$ cat src/dtsr_pkg.sv
// Purpose: constants for the acquisition timing signal routing block
// Assumes: 250 MHz system clock, classic Wishbone register access
// Notes: all registers reset to zero
// Functional notes
// - Any function pin may be the acquisition gate, level or edge, either polarity.
// - Level-mode gate asserted masks scan starts.
// - Edge-mode gate: first active edge disables scans, next re-enables, alternating.
// - Gate changes apply only at the next scan start.
// - Scan interval clock drives the scan counter; external source is level detected.
// - Without external source, scan interval clock is the 20 MHz or 100 kHz timebase.
// - Waveform trigger edge starts generation and the update interval counter.
// - Waveform trigger pin echoes the actual trigger, high pulse 50 to 100 ns.
// - Selected update strobe edge updates the DACs, only in posted-update mode.
// - Update strobe pin echoes the applied update, low pulse 300 to 350 ns.
// - DACs update within 100 ns; source spaces strobes for latch writes.
// - Update interval counter makes strobes; trigger starts, software or buffer stops.
// - Software gate suppresses all DAC updates.
// - Update interval clock: external level detected, else 20 MHz or 100 kHz.
// - Counter 0 clock: selectable pin and edge or timebase; echoed on its pin.
// - Counter 0 gate: selectable pin and edge; starts, stops, saves count; echoed.
// - Counter 0 output pulses or toggles on terminal count, polarity selectable.
// - Direction from digital line 6 when enabled, else from software.
// - Echo pins start as high-impedance inputs until enabled.
package dtsr_pkg;
   localparam int DTSR_NPIN = 10;
   localparam int DTSR_CW = 16;
   localparam logic [31:0] DTSR_RST = 32'h0000_0000;
   localparam logic [7:0] A_ACQ_CFG = 8'h00;
   localparam logic [7:0] A_SCAN_DIV = 8'h04;
   localparam logic [7:0] A_WAVE_CFG = 8'h08;
   localparam logic [7:0] A_UI_DIV = 8'h0c;
   localparam logic [7:0] A_CTR_CFG = 8'h10;
   localparam logic [7:0] A_CTR_LOAD = 8'h14;
   localparam logic [7:0] A_CMD = 8'h18;
   localparam logic [7:0] A_PIN_OE = 8'h1c;
   localparam logic [7:0] A_STATUS = 8'h20;
   localparam logic [7:0] A_CTR_SAVE = 8'h24;
   localparam logic [31:0] M_ACQ = 32'h0000_7fff;
   localparam logic [31:0] M_DIV = 32'h0000_ffff;
   localparam logic [31:0] M_WAVE = 32'h037f_3f1f;
   localparam logic [31:0] M_CTR = 32'h000f_ff7f;
   localparam logic [31:0] M_OE = 32'h0000_0760;
   localparam int F_GATE_PIN = 0, F_GATE_INV = 4, F_GATE_EDGE = 5, F_GATE_EN = 6, F_ACQ_RUN = 7;
   localparam int F_SI_PIN = 8, F_SI_INV = 12, F_SI_EXT = 13, F_SI_SLOW = 14;
   localparam int F_TRIG_PIN = 0, F_TRIG_FALL = 4, F_UPD_PIN = 8, F_UPD_FALL = 12, F_UPD_EXT = 13;
   localparam int F_UI_PIN = 16, F_UI_INV = 20, F_UI_EXT = 21, F_UI_SLOW = 22;
   localparam int F_POSTED = 24, F_SW_GATE = 25;
   localparam int F_CCLK_PIN = 0, F_CCLK_FALL = 4, F_CCLK_EXT = 5, F_CCLK_SLOW = 6;
   localparam int F_CGATE_PIN = 8, F_CGATE_FALL = 12, F_CGATE_RUN = 13, F_CGATE_SAVE = 14;
   localparam int F_CTR_EN = 15, F_OUT_TGL = 16, F_OUT_INV = 17, F_DIR_PIN = 18, F_DIR_UP = 19;
   localparam int F_CMD_UI_STOP = 0;
   localparam int PIN_UPD = 5, PIN_TRIG = 6, PIN_CCLK = 8, PIN_CGATE = 9, OE_COUT = 10;
   localparam int CLK_PERIOD_NS = 4;
   localparam logic [31:0] CLK_HZ = 32'd250_000_000;
   localparam logic [31:0] TB_FAST_HZ = 32'd20_000_000;
   localparam logic [31:0] TB_SLOW_HZ = 32'd100_000;
   localparam int TRIG_PW_MIN_NS = 50;
   localparam int TRIG_PW_MAX_NS = 100;
   localparam int UPD_PW_MIN_NS = 300;
   localparam int UPD_PW_MAX_NS = 350;
   localparam int DAC_LAT_MAX_NS = 100;
   localparam int TRIG_PW_CYC = (TRIG_PW_MIN_NS + CLK_PERIOD_NS - 1) / CLK_PERIOD_NS;
   localparam int UPD_PW_CYC = (UPD_PW_MIN_NS + CLK_PERIOD_NS - 1) / CLK_PERIOD_NS;
   localparam int DAC_LAT_CYC = DAC_LAT_MAX_NS / CLK_PERIOD_NS;
endpackage

$ cat src/dtsr_top.sv
// Purpose: timing signal routing for scan gating, waveform update and counter 0
// Assumes: classic Wishbone slave, one 250 MHz clock, asynchronous pins
// Notes: every access is acked one cycle after it is presented
`timescale 1ns/1ns
module dtsr_top
   import dtsr_pkg::*;
#(
   parameter int NPIN = DTSR_NPIN,
   parameter int CW = DTSR_CW
)(
   input wire logic clk_i,
   input wire logic rst_i,
   input wire logic wb_cyc_i,
   input wire logic wb_stb_i,
   input wire logic wb_we_i,
   input wire logic [7:0] wb_adr_i,
   input wire logic [3:0] wb_sel_i,
   input wire logic [31:0] wb_dat_i,
   output logic [31:0] wb_dat_o,
   output logic wb_ack_o,
   input wire logic [NPIN-1:0] pfi_i,
   output logic [NPIN-1:0] pfi_o,
   output logic [NPIN-1:0] pfi_oe_o,
   input wire logic digital_line_6_i,
   input wire logic buf_done_i,
   output logic scan_start_o,
   output logic dac_update_o,
   output logic wave_active_o,
   output logic counter0_output_o,
   output logic counter0_output_oe_o
);
   typedef struct packed
   {
      logic ack;
      logic [31:0] rdat;
      logic [31:0] acq_cfg;
      logic [31:0] scan_div;
      logic [31:0] wave_cfg;
      logic [31:0] ui_div;
      logic [31:0] ctr_cfg;
      logic [31:0] ctr_load;
      logic [31:0] pin_oe;
      logic [NPIN-1:0] sy1;
      logic [NPIN-1:0] sy2;
      logic d6a;
      logic d6b;
      logic [31:0] fast_acc;
      logic [31:0] slow_acc;
      logic [CW-1:0] scan_cnt;
      logic gate_blk;
      logic scan_allow;
      logic scan_start;
      logic wave_run;
      logic ui_run;
      logic [CW-1:0] ui_cnt;
      logic [7:0] trig_cnt;
      logic [7:0] upd_cnt;
      logic dac_upd;
      logic cclk_sq;
      logic cgate_open;
      logic [CW-1:0] ctr;
      logic [CW-1:0] ctr_save;
      logic tc_pulse;
      logic tc_tgl;
      logic cout;
      logic [NPIN-1:0] pins;
   } dtsr_state_s;

   dtsr_state_s s_q;
   dtsr_state_s s_d;

   logic gate_lvl, gate_edge, si_lvl, si_edge, trig_lvl, trig_edge;
   logic upd_lvl, upd_edge, ui_lvl, ui_edge, cclk_lvl, cclk_edge, cgate_lvl, cgate_edge;
   logic fast_tick, slow_tick, si_tick, ui_tick, cclk_tick;
   logic gate_act, scan_req, int_upd, upd_req, upd_fire, ctr_up, ctr_run, tc;
   logic acc_ok, wr;
   logic [32:0] fast_nx, slow_nx;

   // Fractional accumulator: carry is one timebase tick
   function automatic logic [32:0] acc_step(input logic [31:0] acc, input logic [31:0] inc);
      logic [31:0] sum;
      sum = acc + inc;
      if (sum >= CLK_HZ)
      begin
         acc_step = {1'b1, sum - CLK_HZ};
      end
      else
      begin
         acc_step = {1'b0, sum};
      end
   endfunction

   function automatic logic [31:0] merge(input logic [31:0] old, input logic [31:0] d,
                                         input logic [3:0] be, input logic [31:0] m);
      logic [31:0] r;
      r = old;
      for (int i = 0; i < 4; i++)
      begin
         if (be[i])
         begin
            r[i*8 +: 8] = d[i*8 +: 8];
         end
      end
      merge = r & m;
   endfunction

   function automatic logic [31:0] zext(input logic [CW-1:0] v);
      zext = 32'(v);
   endfunction

   dtsr_pin_sel #(.NPIN(NPIN)) u_gate (
      .clk_i(clk_i), .rst_i(rst_i), .pins_i(s_q.sy2),
      .sel_i(s_q.acq_cfg[F_GATE_PIN +: 4]), .inv_i(s_q.acq_cfg[F_GATE_INV]),
      .level_o(gate_lvl), .edge_o(gate_edge));
   dtsr_pin_sel #(.NPIN(NPIN)) u_si (
      .clk_i(clk_i), .rst_i(rst_i), .pins_i(s_q.sy2),
      .sel_i(s_q.acq_cfg[F_SI_PIN +: 4]), .inv_i(s_q.acq_cfg[F_SI_INV]),
      .level_o(si_lvl), .edge_o(si_edge));
   dtsr_pin_sel #(.NPIN(NPIN)) u_trig (
      .clk_i(clk_i), .rst_i(rst_i), .pins_i(s_q.sy2),
      .sel_i(s_q.wave_cfg[F_TRIG_PIN +: 4]), .inv_i(s_q.wave_cfg[F_TRIG_FALL]),
      .level_o(trig_lvl), .edge_o(trig_edge));
   dtsr_pin_sel #(.NPIN(NPIN)) u_upd (
      .clk_i(clk_i), .rst_i(rst_i), .pins_i(s_q.sy2),
      .sel_i(s_q.wave_cfg[F_UPD_PIN +: 4]), .inv_i(s_q.wave_cfg[F_UPD_FALL]),
      .level_o(upd_lvl), .edge_o(upd_edge));
   dtsr_pin_sel #(.NPIN(NPIN)) u_ui (
      .clk_i(clk_i), .rst_i(rst_i), .pins_i(s_q.sy2),
      .sel_i(s_q.wave_cfg[F_UI_PIN +: 4]), .inv_i(s_q.wave_cfg[F_UI_INV]),
      .level_o(ui_lvl), .edge_o(ui_edge));
   dtsr_pin_sel #(.NPIN(NPIN)) u_cclk (
      .clk_i(clk_i), .rst_i(rst_i), .pins_i(s_q.sy2),
      .sel_i(s_q.ctr_cfg[F_CCLK_PIN +: 4]), .inv_i(s_q.ctr_cfg[F_CCLK_FALL]),
      .level_o(cclk_lvl), .edge_o(cclk_edge));
   dtsr_pin_sel #(.NPIN(NPIN)) u_cgate (
      .clk_i(clk_i), .rst_i(rst_i), .pins_i(s_q.sy2),
      .sel_i(s_q.ctr_cfg[F_CGATE_PIN +: 4]), .inv_i(s_q.ctr_cfg[F_CGATE_FALL]),
      .level_o(cgate_lvl), .edge_o(cgate_edge));

   always_comb
   begin
      s_d = s_q;
      s_d.sy1 = pfi_i;
      s_d.sy2 = s_q.sy1;
      s_d.d6a = digital_line_6_i;
      s_d.d6b = s_q.d6a;
      fast_nx = acc_step(s_q.fast_acc, TB_FAST_HZ);
      slow_nx = acc_step(s_q.slow_acc, TB_SLOW_HZ);
      s_d.fast_acc = fast_nx[31:0];
      s_d.slow_acc = slow_nx[31:0];
      fast_tick = fast_nx[32];
      slow_tick = slow_nx[32];
      // Level-detected clock sources count their active-going transitions
      si_tick = s_q.acq_cfg[F_SI_EXT] ? si_edge : (s_q.acq_cfg[F_SI_SLOW] ? slow_tick : fast_tick);
      ui_tick = s_q.wave_cfg[F_UI_EXT] ? ui_edge : (s_q.wave_cfg[F_UI_SLOW] ? slow_tick : fast_tick);
      cclk_tick = s_q.ctr_cfg[F_CCLK_EXT] ? cclk_edge : (s_q.ctr_cfg[F_CCLK_SLOW] ? slow_tick : fast_tick);

      // Scan interval counter and acquisition gate
      scan_req = 1'b0;
      if (s_q.acq_cfg[F_ACQ_RUN] && si_tick)
      begin
         if (s_q.scan_cnt == '0)
         begin
            scan_req = 1'b1;
            s_d.scan_cnt = s_q.scan_div[CW-1:0];
         end
         else
         begin
            s_d.scan_cnt = s_q.scan_cnt - 1'b1;
         end
      end
      if (s_q.acq_cfg[F_GATE_EN] && s_q.acq_cfg[F_GATE_EDGE] && gate_edge)
      begin
         s_d.gate_blk = ~s_q.gate_blk;
      end
      gate_act = s_q.acq_cfg[F_GATE_EN] & (s_q.acq_cfg[F_GATE_EDGE] ? s_q.gate_blk : gate_lvl);
      s_d.scan_start = 1'b0;
      if (scan_req)
      begin
         s_d.scan_allow = ~gate_act;
         s_d.scan_start = ~gate_act;
      end

      // Waveform trigger and update interval counter
      if (s_q.trig_cnt != 8'h00)
      begin
         s_d.trig_cnt = s_q.trig_cnt - 8'h01;
      end
      if (trig_edge)
      begin
         s_d.wave_run = 1'b1;
         s_d.trig_cnt = 8'(TRIG_PW_CYC);
         if (!s_q.wave_cfg[F_UPD_EXT])
         begin
            s_d.ui_run = 1'b1;
            s_d.ui_cnt = s_q.ui_div[CW-1:0];
         end
      end
      int_upd = 1'b0;
      if (s_q.ui_run && ui_tick && !trig_edge)
      begin
         if (s_q.ui_cnt == '0)
         begin
            int_upd = 1'b1;
            s_d.ui_cnt = s_q.ui_div[CW-1:0];
         end
         else
         begin
            s_d.ui_cnt = s_q.ui_cnt - 1'b1;
         end
      end
      upd_req = s_q.wave_cfg[F_UPD_EXT] ? upd_edge : int_upd;
      upd_fire = upd_req & s_q.wave_cfg[F_POSTED] & ~s_q.wave_cfg[F_SW_GATE];
      s_d.dac_upd = upd_fire;
      if (upd_fire)
      begin
         s_d.upd_cnt = 8'(UPD_PW_CYC);
      end
      else if (s_q.upd_cnt != 8'h00)
      begin
         s_d.upd_cnt = s_q.upd_cnt - 8'h01;
      end

      // Counter 0
      if (fast_tick || slow_tick)
      begin
         s_d.cclk_sq = s_q.cclk_sq ^ (s_q.ctr_cfg[F_CCLK_SLOW] ? slow_tick : fast_tick);
      end
      if (cgate_edge)
      begin
         s_d.cgate_open = ~s_q.cgate_open;
         if (s_q.ctr_cfg[F_CGATE_SAVE])
         begin
            s_d.ctr_save = s_q.ctr;
         end
      end
      ctr_up = s_q.ctr_cfg[F_DIR_PIN] ? s_q.d6b : s_q.ctr_cfg[F_DIR_UP];
      ctr_run = s_q.ctr_cfg[F_CTR_EN] & (~s_q.ctr_cfg[F_CGATE_RUN] | s_q.cgate_open);
      tc = 1'b0;
      if (ctr_run && cclk_tick)
      begin
         if (ctr_up)
         begin
            tc = (s_q.ctr == s_q.ctr_load[CW-1:0]);
            s_d.ctr = tc ? '0 : s_q.ctr + 1'b1;
         end
         else
         begin
            tc = (s_q.ctr == '0);
            s_d.ctr = tc ? s_q.ctr_load[CW-1:0] : s_q.ctr - 1'b1;
         end
      end
      s_d.tc_pulse = tc;
      if (tc)
      begin
         s_d.tc_tgl = ~s_q.tc_tgl;
      end
      s_d.cout = (s_q.ctr_cfg[F_OUT_TGL] ? s_d.tc_tgl : s_d.tc_pulse) ^ s_q.ctr_cfg[F_OUT_INV];

      // Echo pins, registered
      s_d.pins = '0;
      s_d.pins[PIN_UPD] = (s_d.upd_cnt == 8'h00);
      s_d.pins[PIN_TRIG] = (s_d.trig_cnt != 8'h00);
      s_d.pins[PIN_CCLK] = s_q.ctr_cfg[F_CCLK_EXT] ? cclk_lvl : s_q.cclk_sq;
      s_d.pins[PIN_CGATE] = cgate_lvl;

      // Wishbone slave
      acc_ok = wb_cyc_i & wb_stb_i & ~s_q.ack;
      wr = acc_ok & wb_we_i;
      s_d.ack = acc_ok;
      if (wr)
      begin
         case (wb_adr_i)
            A_ACQ_CFG: s_d.acq_cfg = merge(s_q.acq_cfg, wb_dat_i, wb_sel_i, M_ACQ);
            A_SCAN_DIV: s_d.scan_div = merge(s_q.scan_div, wb_dat_i, wb_sel_i, M_DIV);
            A_WAVE_CFG: s_d.wave_cfg = merge(s_q.wave_cfg, wb_dat_i, wb_sel_i, M_WAVE);
            A_UI_DIV: s_d.ui_div = merge(s_q.ui_div, wb_dat_i, wb_sel_i, M_DIV);
            A_CTR_CFG: s_d.ctr_cfg = merge(s_q.ctr_cfg, wb_dat_i, wb_sel_i, M_CTR);
            A_CTR_LOAD:
            begin
               s_d.ctr_load = merge(s_q.ctr_load, wb_dat_i, wb_sel_i, M_DIV);
               s_d.ctr = s_d.ctr_load[CW-1:0];
            end
            A_PIN_OE: s_d.pin_oe = merge(s_q.pin_oe, wb_dat_i, wb_sel_i, M_OE);
            default: ;
         endcase
      end
      // A trigger in the same cycle as a stop wins
      if (((wr && wb_adr_i == A_CMD && wb_sel_i[0] && wb_dat_i[F_CMD_UI_STOP]) || buf_done_i) && !trig_edge)
      begin
         s_d.ui_run = 1'b0;
         s_d.wave_run = 1'b0;
      end
      if (acc_ok && !wb_we_i)
      begin
         case (wb_adr_i)
            A_ACQ_CFG: s_d.rdat = s_q.acq_cfg;
            A_SCAN_DIV: s_d.rdat = s_q.scan_div;
            A_WAVE_CFG: s_d.rdat = s_q.wave_cfg;
            A_UI_DIV: s_d.rdat = s_q.ui_div;
            A_CTR_CFG: s_d.rdat = s_q.ctr_cfg;
            A_CTR_LOAD: s_d.rdat = s_q.ctr_load;
            A_PIN_OE: s_d.rdat = s_q.pin_oe;
            A_STATUS: s_d.rdat = {26'h0, s_q.cout, ctr_run, s_q.gate_blk, s_q.ui_run, s_q.wave_run,
                                  s_q.scan_allow};
            A_CTR_SAVE: s_d.rdat = (zext(s_q.ctr) << 16) | zext(s_q.ctr_save);
            default: s_d.rdat = 32'h0000_0000;
         endcase
      end
   end

   always_ff @(posedge clk_i)
   begin
      if (rst_i)
      begin
         s_q <= '0;
      end
      else
      begin
         s_q <= s_d;
      end
   end

   assign wb_ack_o = s_q.ack;
   assign wb_dat_o = s_q.rdat;
   assign pfi_o = s_q.pins;
   assign pfi_oe_o = s_q.pin_oe[NPIN-1:0];
   assign scan_start_o = s_q.scan_start;
   assign dac_update_o = s_q.dac_upd;
   assign wave_active_o = s_q.wave_run;
   assign counter0_output_o = s_q.cout;
   assign counter0_output_oe_o = s_q.pin_oe[OE_COUT];
endmodule

$ cat src/dtsr_pin_sel.sv
// Purpose: pick one synchronised function pin, apply polarity, find active edges
// Assumes: pins_i already passed two flip-flops
// Notes: edge_o is a one-cycle strobe on the active-going transition
`timescale 1ns/1ns
module dtsr_pin_sel
   import dtsr_pkg::*;
#(
   parameter int NPIN = DTSR_NPIN
)(
   input wire logic clk_i,
   input wire logic rst_i,
   input wire logic [NPIN-1:0] pins_i,
   input wire logic [3:0] sel_i,
   input wire logic inv_i,
   output logic level_o,
   output logic edge_o
);
   typedef struct packed
   {
      logic prev;
   } dtsr_sel_s;

   dtsr_sel_s s_q;
   dtsr_sel_s s_d;
   logic lvl;

   always_comb
   begin
      lvl = 1'b0;
      if (int'(sel_i) < NPIN)
      begin
         lvl = pins_i[sel_i] ^ inv_i;
      end
      s_d.prev = lvl;
      level_o = lvl;
      edge_o = lvl & ~s_q.prev;
   end

   always_ff @(posedge clk_i)
   begin
      if (rst_i)
      begin
         s_q <= '0;
      end
      else
      begin
         s_q <= s_d;
      end
   end
endmodule

$ cat config.mk
export PLATFORM = sky130hd
export DESIGN_NAME = dtsr_top
export DESIGN_NICKNAME = d
export VERILOG_FILES = /design/src/dtsr_pkg.sv /design/src/dtsr_top.sv /design/src/dtsr_pin_sel.sv
export SDC_FILE = /design/constraint.sdc
export NUM_CORES = 1
export LEC_CHECK = 0
export ABC_AREA = 0
export BUFFER_PORTS_ARGS = -buffer_cell sky130_fd_sc_hd__buf_4
export CAP_MARGIN = 20
export CORE_ASPECT_RATIO = 2
export CORE_UTILIZATION = 50
export CTS_CLUSTER_SIZE = 30
export DETAILED_ROUTE_END_ITERATION = 7
export GPL_TIMING_DRIVEN = 1
export PLACE_DENSITY = 0.68
export SLEW_MARGIN = 40
export SYNTH_ARGS = -nofsm -noshare
export SYNTH_HDL_FRONTEND = slang
export SYNTH_SLANG_ARGS = --single-unit
$ cat constraint.sdc
create_clock -name clk_i -period 6.1 [get_ports clk_i]
set_clock_uncertainty 0.05 [all_clocks]
set_input_delay 0.915 -clock clk_i [delete_from_list [all_inputs] [get_ports clk_i]]
set_output_delay 0.915 -clock clk_i [all_outputs]
set_load 0.005 [all_outputs]
==> results of run 1 <==
[layout by cell type (no fill, tap or decap), types with 57 or more instances in the layout]
cell type,Yosys,final
a21oi_1,213,213
buf_4,52,120
dfxtp_1,314,314
mux2i_1,58,58
nand2_1,245,243
nand3_1,151,151
nor2_1,226,219
o21ai_0,98,97
xnor2_1,82,82
xor2_1,57,57
[routing by layer]
| layer | GRT usage [%] | vias to the layer above |
|---|---|---|
| met2 | 57.1 | 691 |
| met1 | 31.5 | 8230 |
| met4 | 27.8 | 0 |
| met3 | 4.10 | 221 |
| met5 | 0 | - |
| li1 | - | 8143 |
[worst max-delay path, delay by kind of cell (launching register included)]
kind	cells	cell delay [ps]
compound gates	6	2410
fa+ha+maj	1	340
flops	1	400
simple gates	5	1590
[through the flow]
step | area, sq um | total power, mW | instances | setup WS [ps] | utilization (%)
after floorplan | 18100 | 4.32 | 2316 | 2250 | -
after global routing | 19800 | 7.30 | 2735 | 820 | 55.4
after detailed placement | 18600 | 4.84 | 2679 | 1300 | 52.3
after CTS | 19700 | 6.92 | 2734 | 1260 | 55.3
after global placement | 18600 | 4.79 | 2677 | 1320 | 52.1
final | 19800 | 6.92 | 2735 | 1210 | 55.4
[cell type report]
cell class / instances / share of cell area [%]
flip-flops and latches: 314 / 31.8
diodes: 1 / 0.0127
clock inverters: 18 / 1.30
repair buffers: 124 / 4.87
well taps: 450 / 2.85
inverters: 48 / 0.911
multi-input cells: 1743 / 54.1
clock buffers: 37 / 4.19
[flip-flops by register name, summed over array words and instances (netlist names), 4 cells and up]
| register | flops |
|---|---|
| s_q | 251 |
| pfi_o | 4 |
| s_d | 11 |
| wb_dat_o | 32 |
| pfi_oe_o | 4 |
[logic make-up (layout without fill, tap and decap cells)]
family	count (synthesis)	in the layout	synth area share, %
AOI/OAI and AO/OA	603	603	21.7
xor gates and xnor gates	139	139	6.75
adders and majority gates	19	19	1.32
buffers and inverters	259	227	6.61
DFF	314	314	34.8
muxes	80	80	5.34
other	1	13	0.0208
and+or+nand+nor	890	890	23.5
[worst max-delay path by stage]
stage                         from  cells past startpoint  slack, ps  endpoint
final                     s_q[141]                     12       1210   s_q[52]
after global routing      s_q[141]                     12        820   s_q[52]
after CTS                 s_q[141]                     12       1260  pfi_o[5]
after detailed placement  s_q[141]                     12       1300   s_q[50]
after global placement    s_q[141]                     12       1320   s_q[41]
after floorplan           s_q[106]                     13       2250   s_q[55]
[where the power goes]
part	switching (mW)	total (mW)	internal, mW
clock network	0.878	2.07	1.19
logic	1.36	2.28	0.925
registers	0.316	2.57	2.25
==> results.txt, run 1 <==
The run finished with clean final reports. On the critical path, the stage with the largest delay is an instance of nor4_1. The setup check on the worst reg-to-reg path leaves a slack of 1210 ps. In this run the worst path has a maximum fanout of 16. Walking the worst path, the cells encountered are ha_1, nor4_1, o21bai_1, a21oi_1, nor3b_1, o311ai_1, and3_1, nor2b_1, a22o_4, a21o_1, o41a_1, and4_1.

Summed over all cells, the static leakage comes to 7.11 nW. The die is 136 um wide. The path class of the tightest hold or removal check is reg2reg. For the total length of routed wires, the log shows 59.1 mm.

The run gives 16941 as the number of global-route vias before repair. By count the netlist is led by 314 x dfxtp_1, 245 x nand2_1, 226 x nor2_1, 213 x a21oi_1, 151 x nand3_1. The data required time of the worst path is 6560 ps. The total overflow left after global routing is 0.

Once the clock tree was built, the setup fixing pass inserted 0 buffers. The mean instance size in the synthesized netlist is 7.83 sq um. The power density of the placed cells came out at 350 nW/um^2. The tools report the arrival time at the worst endpoint as 5350 ps. The logs give 43.1 mm for the sum of net half-perimeters after detailed placement and 40.5% for the worst relative slew slack. The initial utilization of the core area, before any placement, comes to 50.6%. For this run, the detailed router's first-pass iteration total came to 5. Yosys printed 0 warnings. Total standard cell area after synthesis: 18000 sq um. The class of the most critical setup path was reg2reg. The number of buffers inserted by port buffering is 99, and the number of instances in the synthesized netlist is 2305. The endpoint identified for the worst register-to-register timing path is s_q[52].

For the worst-skew pair, the clock arrives at the later sink with an insertion delay of 580 ps. The final-report hold violation count came out at 0. The count of flip-flops with a built-in enable after synthesis is 0. The cell type with the highest aggregate area in the netlist is dfxtp_1.

By area the synthesized netlist is led by dfxtp_1 35%, a21oi_1 5.9%, nand2_1 5.1%, nor2_1 4.7%, nand3_1 4.2%. The fraction of the cycle the final worst path needs is 80.2%. The tools report the overall via count from detail_route as 17285. After synthesis the netlist holds a flip-flop and latch count of 314. Max-cap violations in this run came to 0.

The logs give 3 for the worst-case clock buffer depth and 204 MHz for the fmax. The startpoint of the worst register-to-register path is s_q[141]. Routed metal-1 wirelength: 20.0 mm. The last weighted congestion value of the routability-driven placer came out at 0.967. The commonest register cell after synthesis is dfxtp_1.

The logs give 242 uV for the peak supply drop and 0 for the count of hold buffers inserted by post-cts repair. Counting every sink on the clock net gives 314. Worst-case reg-to-reg path depth: 12. The largest stage delay on the critical path is 520 ps. Start point of the worst min-delay path: s_d[171]. The minimum clock period came out at 4890 ps. The logs give 10700 sq um for the area of the multi-input gates and 119 for the I/O pin count.

The logs give 91.7 mm for the wire length of the first global-routing pass and 0 for the final routed DRC violation total. Summing the sequential cell areas from Yosys gives 34.8% of the chip area. The run gives 0 ps as the final sum of negative setup slack. STA classifies the critical path startpoint as a flop. Setup repair after global routing left no endpoint under its margin.

In the synthesized netlist the async set-or-reset flop fraction comes to 0%. By instance count, the leading cell after synthesis is dfxtp_1. The routed design uses 3.16 mm of met3 wire. The via density per instance works out to 6.32. In this run the standard cell core region covers 35700 sq um. Counting the buffers created by CTS gives 30. The synthesis-to-layout area growth came out at 9.53%. TritonCTS built the clock tree. The net count of the finished layout was 2341; the fraction of final layout cells sized beyond drive strength 1 was 10.6%.

At the pin with the least slew margin, the transition time is 889 ps. The average detailed-routed wire length per instance is 21.6 um, and the placement row count is 98. The tightest hold path in the finished design has a slack of 388 ps. Across the whole layout, storage elements account for 6290 sq um.

Highest routed metal layer: met4. The max-slew violation total from the final report came out at 0. Counting distinct cell types in the post-synthesis netlist gives 86.

The worst hold endpoint was s_q[171]. Entering global routing, the biggest net connects 91 pins. The area enclosed by the die boundary is 36900 sq um, and the area share of the largest cell type after synthesis is 34.8%.

The aggregate global-route resource usage is 31.9%. STA classifies the critical path endpoint as a flop. The root buffer cell is clkbuf_16. Once the clock tree was built, the resizer swapped 0 gates to a different size.

The floorplan step set the die height to 271 um. The number of antenna violations at the first check in global routing came out at 1. The detailed router finished its first iteration with 1108 violations. The number of stages on the worst hold path came out at 1. The met2 wirelength from detailed routing is 30.5 mm, and the clock edge transition at the registers on the reported setup and hold paths is 70 ps. Setup violations remaining at the end of the flow were counted as 0. The number of levels in the clock H-tree was 1.

The number of antenna-violating nets in the routed design is 0, and the number of filler cells placed in the layout is 3418.
(Power assumes the default switching activity.)
==> inputs of run 2 (changes only) <==
clock period = 4.68 ns   (was 6.1 ns; I/O delays follow)
==> results.txt, run 2 (same netlist as run 1, synthesis figures left out) <==
The run finished with clean final reports. For the count of hold buffers inserted by post-cts repair, the log shows 0 (unchanged). Leaving out fill and tap cells, the most frequent cell in the layout is dfxtp_1.

The via density per instance was 6.31 (-0.21%); the final routed DRC violation total was 0 (unchanged). The tools report the total power draw as 8.97 mW (+30%). For the post-cts gate resize count, the log shows 0 (unchanged). Ranked by flip-flop count, first place goes to s_q. The worst setup path is captured at a flop. The fraction of final layout cells sized beyond drive strength 1 was 12.1% (+1.5 points); the clock edge transition at the registers on the reported setup and hold paths was 70 ps (about the same). For the peak supply drop, the log shows 269 uV (+11%).

STA classifies the critical path startpoint as a flop. The sink count of the clock tree was 314 (unchanged); the max-slew violation total from the final report was 0 (unchanged). The total setup violations reported at the end of the flow was 0 (unchanged); the minimum clock period was 4380 ps (-514 ps).

The placeable core region is 35700 sq um (unchanged), and the flip-flop count of the largest register, all copies and words added is 251 (unchanged). From synthesis to final layout, the design area changed by 10.8%. The x dimension of the die is 136 um (unchanged). The critical path is of the reg2reg type. Part of the total power dissipated in combinational logic: 35.4% (+2.4 points). For the number of instances in the placed design, the log shows 2724 (+1.7%).

The placement row count is 98 (unchanged). The last weighted congestion value of the routability-driven placer came out at 0.987 (+2.1%). The run gives 0 (unchanged) as the count of buffers added by post-CTS timing repair for setup.

Average detailed-routed wire length per instance: 21.5 um (-0.30%). The tools report the number of antenna violations at the first check in global routing as 0 (-1). The fraction of the cycle the final worst path needs works out to 93.5% (+13 points). Largest net degree at the start of global routing: 96 (+5.5%). The worst relative slew slack was 40.2% (-0.30 points); the power density of the placed cells was 449 nW/um^2 (+28%). The run gives 2778 (+1.6%) as the final instance count without filler cells.

For this design, the slowest cell found on the critical path is dfxtp_1. The worst register-to-register path ends at s_q[52]. The logs give 7.28 nW (+2.5%) for the leakage power total and 0 (unchanged) for the remaining global-route overflow. The worst-case reg-to-reg path depth works out to 11 (-1). Number of stages on the worst setup path: 11 (-1). The transition time of the tightest slew-check pin works out to 895 ps (+6.47 ps). The tools report the root buffer cell as clkbuf_16. Setup repair after global routing left no endpoint under its margin. The number of buffer and inverter stages on the critical path works out to 0 (unchanged). The antenna diode count is 0 (-1). The worst register-to-register path begins at s_q[109].

The pre-CTS setup slack is 211 ps (-1090 ps), and the largest stage delay on the critical path is 600 ps (+80 ps). The arrival time at the worst endpoint was 4780 ps (-570 ps); the I/O pin count was 119 (unchanged). The largest fanout on the critical path came out at 13 (-3).

The tools report the end of the critical path as s_q[52]. The tools report the iteration-0 DRC count of the detailed router as 1163 (+5.0%). The overall via count from detail_route came out at 17520 (+1.4%). The tools report the net count of the finished layout as 2385 (+1.9%). The wire length of the first global-routing pass was 93.3 mm (+1.7%); the aggregate global-route resource usage was 32.6% (+0.71 points).

The tools report the sum of net half-perimeters after detailed placement as 44.3 mm (+2.9%). The tightest min-delay check is of the in2reg type. The switching power as a share of total power came out at 37.3% (+0.45 points).

The number of levels in the clock H-tree was 1 (unchanged). The area enclosed by the die boundary is 36900 sq um (unchanged), and the total length of routed wires is 59.9 mm (+1.3%). The first-pass detailed-route iteration total was 7 (+2). The starting utilization of the core area is 50.6% (unchanged). The power share of the clock group came out at 28.0% (-1.9 points). The logs give 0 (unchanged) for the number of antenna-violating nets in the routed design and 0 (unchanged) for the number of max-cap violations. The run gives 17137 (+1.2%) as the number of global-route vias before repair. Walking the worst path, the cells encountered are nand3_1, nor4_1, o21ai_0, a22o_1, or4_4, o21ai_2, a21oi_4, a22o_4, a21o_1, o41a_1, and4_1. In the layout the commonest cells are 314 x dfxtp_1, 245 x nand2_1, 220 x nor2_1. In this run the worst setup path begins at s_q[109].

Total net switching power: 3.35 mW (+31%). The portion of total power attributed to sequential cells is 36.7% (-0.4 points). The run gives 590 ps (about the same) as the insertion delay to the later sink of the worst-skew pair. The run gives 29 (-3.3%) as the total clock buffers created by CTS.

TritonCTS built the clock tree. The tools report the final-report hold violation count as 0 (unchanged). The vertical die dimension is 271 um (unchanged), and the number of buffers inserted by port buffering is 99 (unchanged).

The final sum of negative setup slack is 0 ps (unchanged). The family of cells with the greatest summed delay on the critical path was compound AO/OA/AOI/OAI gates. The tools report the internal power as 5.62 mW (+29%). The final critical-path setup slack was 304 ps (-906 ps). Slack of the worst reg-to-reg path: 300 ps (-910 ps). The tools report the fmax as 229 MHz (+12%).

The worst hold margin was 275 ps (-113 ps). For the worst-case clock buffer depth, the log shows 3 (unchanged). Data required time of the worst path: 5090 ps (-1470 ps).
==> run 2: power groups by stage <==
stage               logic (mW)  registers [mW]  clock network, mW
finish                    3.17            3.29               2.51
global route              3.52            3.33               2.66
CTS                       3.15            3.28               2.55
detailed placement        3.12            3.34                  0
global placement          3.07            3.33                  0
floorplan                 2.46            3.17                  0
==> run 2: how the worst min path moves through the flow <==
stage,startpoint,cells past startpoint,slack [ps],endpoint
after global routing,pfi_i[0],2,280,s_d[167]
after CTS,pfi_i[4],2,260,s_d[171]
after floorplan,s_d[165],1,360,s_q[165]
after global placement,s_d[171],1,370,s_q[171]
after detailed placement,s_d[169],1,380,s_q[169]
final,pfi_i[4],2,280,s_d[171]
==> run 2: per-stage QoR <==
stage / utilization (%) / instance area, sq um
after floorplan: - / 18100
after global placement: 53.2 / 19000
after detailed placement: 53.2 / 19000
after CTS: 55.9 / 20000
after global routing: 56.1 / 20000
final: 56.1 / 20000
==> run 2: routing by layer <==
layer,GRT usage (%),vias up,part of all wire (%)
met5,0,-,0
li1,-,8246,-
met4,30.9,0,10
met1,31.3,8309,33
met3,4.91,259,5.4
met2,57.7,706,51
==> run 2: cell type report <==
| class | instances | area, sq um |
|---|---|---|
| timing repair buffer | 169 | 1300 |
| tap | 450 | 563 |
| clock inverter | 17 | 213 |
| clock buffer | 37 | 776 |
| sequential | 314 | 6290 |
| multi-input combinational | 1743 | 10700 |
| inverter | 48 | 180 |
| fill | 3358 | 15700 |
==> inputs of run 3 (changes only) <==
CELL_PAD_IN_SITES_DETAIL_PLACEMENT = 0   (was unset)
CELL_PAD_IN_SITES_GLOBAL_PLACEMENT = 2   (was unset)
CORE_UTILIZATION = 37   (was 50)
PLACE_DENSITY = unset   (was 0.68)
PLACE_DENSITY_LB_ADDON = 0.1   (was unset)
==> results.txt, run 3 (same netlist as run 1, synthesis figures left out) <==
The run finished with clean final reports. The largest fanout on the critical path works out to 13 (unchanged). The via density per instance works out to 5.78 (-8.4%). The startpoint identified for the worst hold timing path is pfi_i[3]. The largest individual stage delay along the critical path comes from the cell o32ai_1. The average detailed-routed wire length per instance works out to 22.6 um (+5.0%). For the wire length of the first global-routing pass, the log shows 103 mm (+10%). The slack of the worst reg-to-reg path is 170 ps (-130 ps), and the insertion delay to the later sink of the worst-skew pair is 540 ps (-50 ps).

The tree is rooted in a clkbuf_16. The fraction of final layout cells sized beyond drive strength 1 was 12.9% (+0.85 points). The number of buffers inserted by port buffering was 99 (unchanged).

The sum of net half-perimeters after detailed placement is 50.4 mm (+14%), and the final routed DRC violation total is 0 (unchanged). The tools report the met1 track utilization from global routing as 27.3% (-4.0 points). The number of buffer and inverter stages on the critical path works out to 0 (unchanged). The most common cell after layout, fill and taps aside was dfxtp_1. The total power draw was 9.79 mW (+9.1%); the iteration-0 DRC count of the detailed router was 1313 (+13%).

The sink count of the clock tree was 314 (unchanged); the number of stages on the worst hold path was 2 (unchanged). For the area enclosed by the die boundary, the log shows 49700 sq um (+35%). The first-pass detailed-route iteration total is 6 (-1), and the power density of the placed cells is 473 nW/um^2 (+5.4%). The number of filler cells placed in the layout came out at 4991 (+49%). The total clock buffers created by CTS is 34 (+17%).

The tightest min-delay check is of the in2reg type. The overall via count from detail_route was 17274 (-1.4%). In this run the critical register-to-register path is launched from s_q[109].

STA classifies the critical path startpoint as a flop. The run gives 114 (+16%) as the placement row count. The top cell types in the final layout, fill and taps aside, are 314 x dfxtp_1, 244 x nand2_1, 220 x nor2_1.

Global routing met3 resource utilization: 2.53% (-2.4 points). The number of instances in the placed design was 2928 (+7.5%); the placeable core region was 48200 sq um (+35%). The transition time of the tightest slew-check pin is 880 ps (-15.6 ps), and the remaining global-route overflow is 0 (unchanged).

Max-slew violation total from the final report: 0 (unchanged). The final critical-path setup slack was 171 ps (-133 ps). The critical path is of the reg2reg type.

The path with the worst hold slack has its endpoint at s_d[170]. The total setup violations reported at the end of the flow was 0 (unchanged); the final-report hold violation count was 0 (unchanged). The pre-CTS setup slack was 194 ps (-17.0 ps); the last weighted congestion value of the routability-driven placer was 0.893 (-9.6%).

The antenna diode count is 0 (unchanged). The critical path starts at s_q[109]. The number of max-cap violations was 0 (unchanged); the number of levels in the clock H-tree was 2 (+1). The tools report the starting utilization of the core area as 37.4% (-13 points). The worst-case reg-to-reg path depth works out to 11 (unchanged). The met2 track demand over resource was 53.0% (-4.7 points); the worst relative slew slack was 41.1% (+0.96 points).

Largest stage delay on the critical path: 650 ps (+50 ps). Peak supply drop: 409 uV (+52%). Kind of end point of the critical path: a flop.

The aggregate global-route resource usage came out at 27.3% (-5.3 points). The tools report the net count of the finished layout as 2406 (+0.88%). The flip-flop count of the largest register, all copies and words added was 251 (unchanged). The number of antenna-violating nets in the routed design is 0 (unchanged), and the worst-case clock buffer depth is 3 (unchanged). The total length of routed wires is 67.7 mm (+13%). The final sum of negative setup slack came out at 0 ps (unchanged).

The run gives 113 (+18%) as the largest net degree at the start of global routing. TritonCTS built the clock tree. For the worst hold margin, the log shows 337 ps (+62.0 ps).

The fmax is 222 MHz (-2.9%). The clock edge transition at the registers on the reported setup and hold paths was 60 ps (about the same). The minimum clock period is 4510 ps (+133 ps), and the I/O pin count is 119 (unchanged).

The leakage power total came out at 7.54 nW (+3.5%). The data required time of the worst path was 5030 ps (-60 ps); the synthesis-to-layout area growth was 14.7%. The x dimension of the die was 158 um (+16%); the number of antenna violations at the first check in global routing was 1 (+1). Broken down by cell family, the worst path's largest delay share belongs to compound AO/OA/AOI/OAI gates. s_q holds more flip-flops than any other register.

The run gives 4860 ps (+80 ps) as the arrival time at the worst endpoint. The layer flagged by global routing as most heavily used is met2. The tools report the number of global-route vias before repair as 16953 (-1.1%). Final instance count without filler cells: 2990 (+7.6%). Traced cell by cell, the critical path runs through and3_1, o21ai_1, o32ai_1, o211ai_1, or4_4, o21ai_2, a21oi_4, a22o_4, a21o_1, o41a_2, and4_1.

The vertical die dimension came out at 314 um (+16%). The fraction of the cycle the final worst path needs came out at 96.3% (+2.8 points). Endpoint of the lowest-slack register-to-register path: s_q[52].
[run 3: cell types whose count changed in the layout (fill, tap and decap cells not counted), sizes merged]
cell,previous run,this run
buf,169,185
clkinvlp,1,2
clkinv,7,5
inv,54,48
bufinv,3,9
clkbuf,37,46
[run 3: metrics by stage]
stage	util [%]	instance area, sq um
2_1_floorplan	-	18100
3_3_place_gp	40.2	19400
3_5_place_dp	40.2	19400
4_1_cts	42.9	20700
5_1_grt	43.0	20700
6_report	43.0	20700
[run 3: layout make-up]
class | instances | area (sq um) | share of cell area, %
tap | 638 | 798 | 3.85
sequential | 314 | 6290 | 30.4
inverter | 48 | 180 | 0.870
clock buffer | 46 | 1010 | 4.88
multi-input combinational | 1743 | 10700 | 51.5
clock inverter | 16 | 314 | 1.52
timing repair buffer | 185 | 1450 | 6.98
[run 3: worst max-delay path by stage]
stage               end  slack, ps  cells after the start
4_1_cts        pfi_o[5]        150                     12
3_5_place_dp   pfi_o[5]        190                     12
2_1_floorplan   s_q[55]        830                     13
3_3_place_gp   pfi_o[5]        190                     12
5_1_grt         s_q[92]        -10                     13
6_report        s_q[52]        170                     11
[run 3: power by group]
| group | internal (mW) | switching (mW) |
|---|---|---|
| clock network | 2.02 | 1.21 |
| logic | 1.35 | 1.89 |
| registers | 2.94 | 0.386 |
| total | 6.31 | 3.48 |
[run 3: timing repair]
| item | 4_1_cts | 5_1_grt |
|---|---|---|
| setup endpoints to repair | 0 | 14 |
| hold buffers | 0 | 0 |
| buffers inserted | 0 | 0 |
| gates resized for setup | 0 | 3 |
[run 3: worst reg2reg max path, stage by stage, from the launching register on]
cell and delay, ps:
dfxtp_1 590, and3_1 380, o21ai_1 320, o32ai_1 650, o211ai_1 180, or4_4 450, o21ai_2 260, a21oi_4 110
a22o_4 360, a21o_1 220, o41a_2 610, and4_1 220
[run 3: metal layers]
metal  up-vias  part of all wire (%)
met5         -                 0.025
met4         2                   6.3
met1      8360                    35
met3       155                   3.5
li1       8281                     -
met2       476                    55
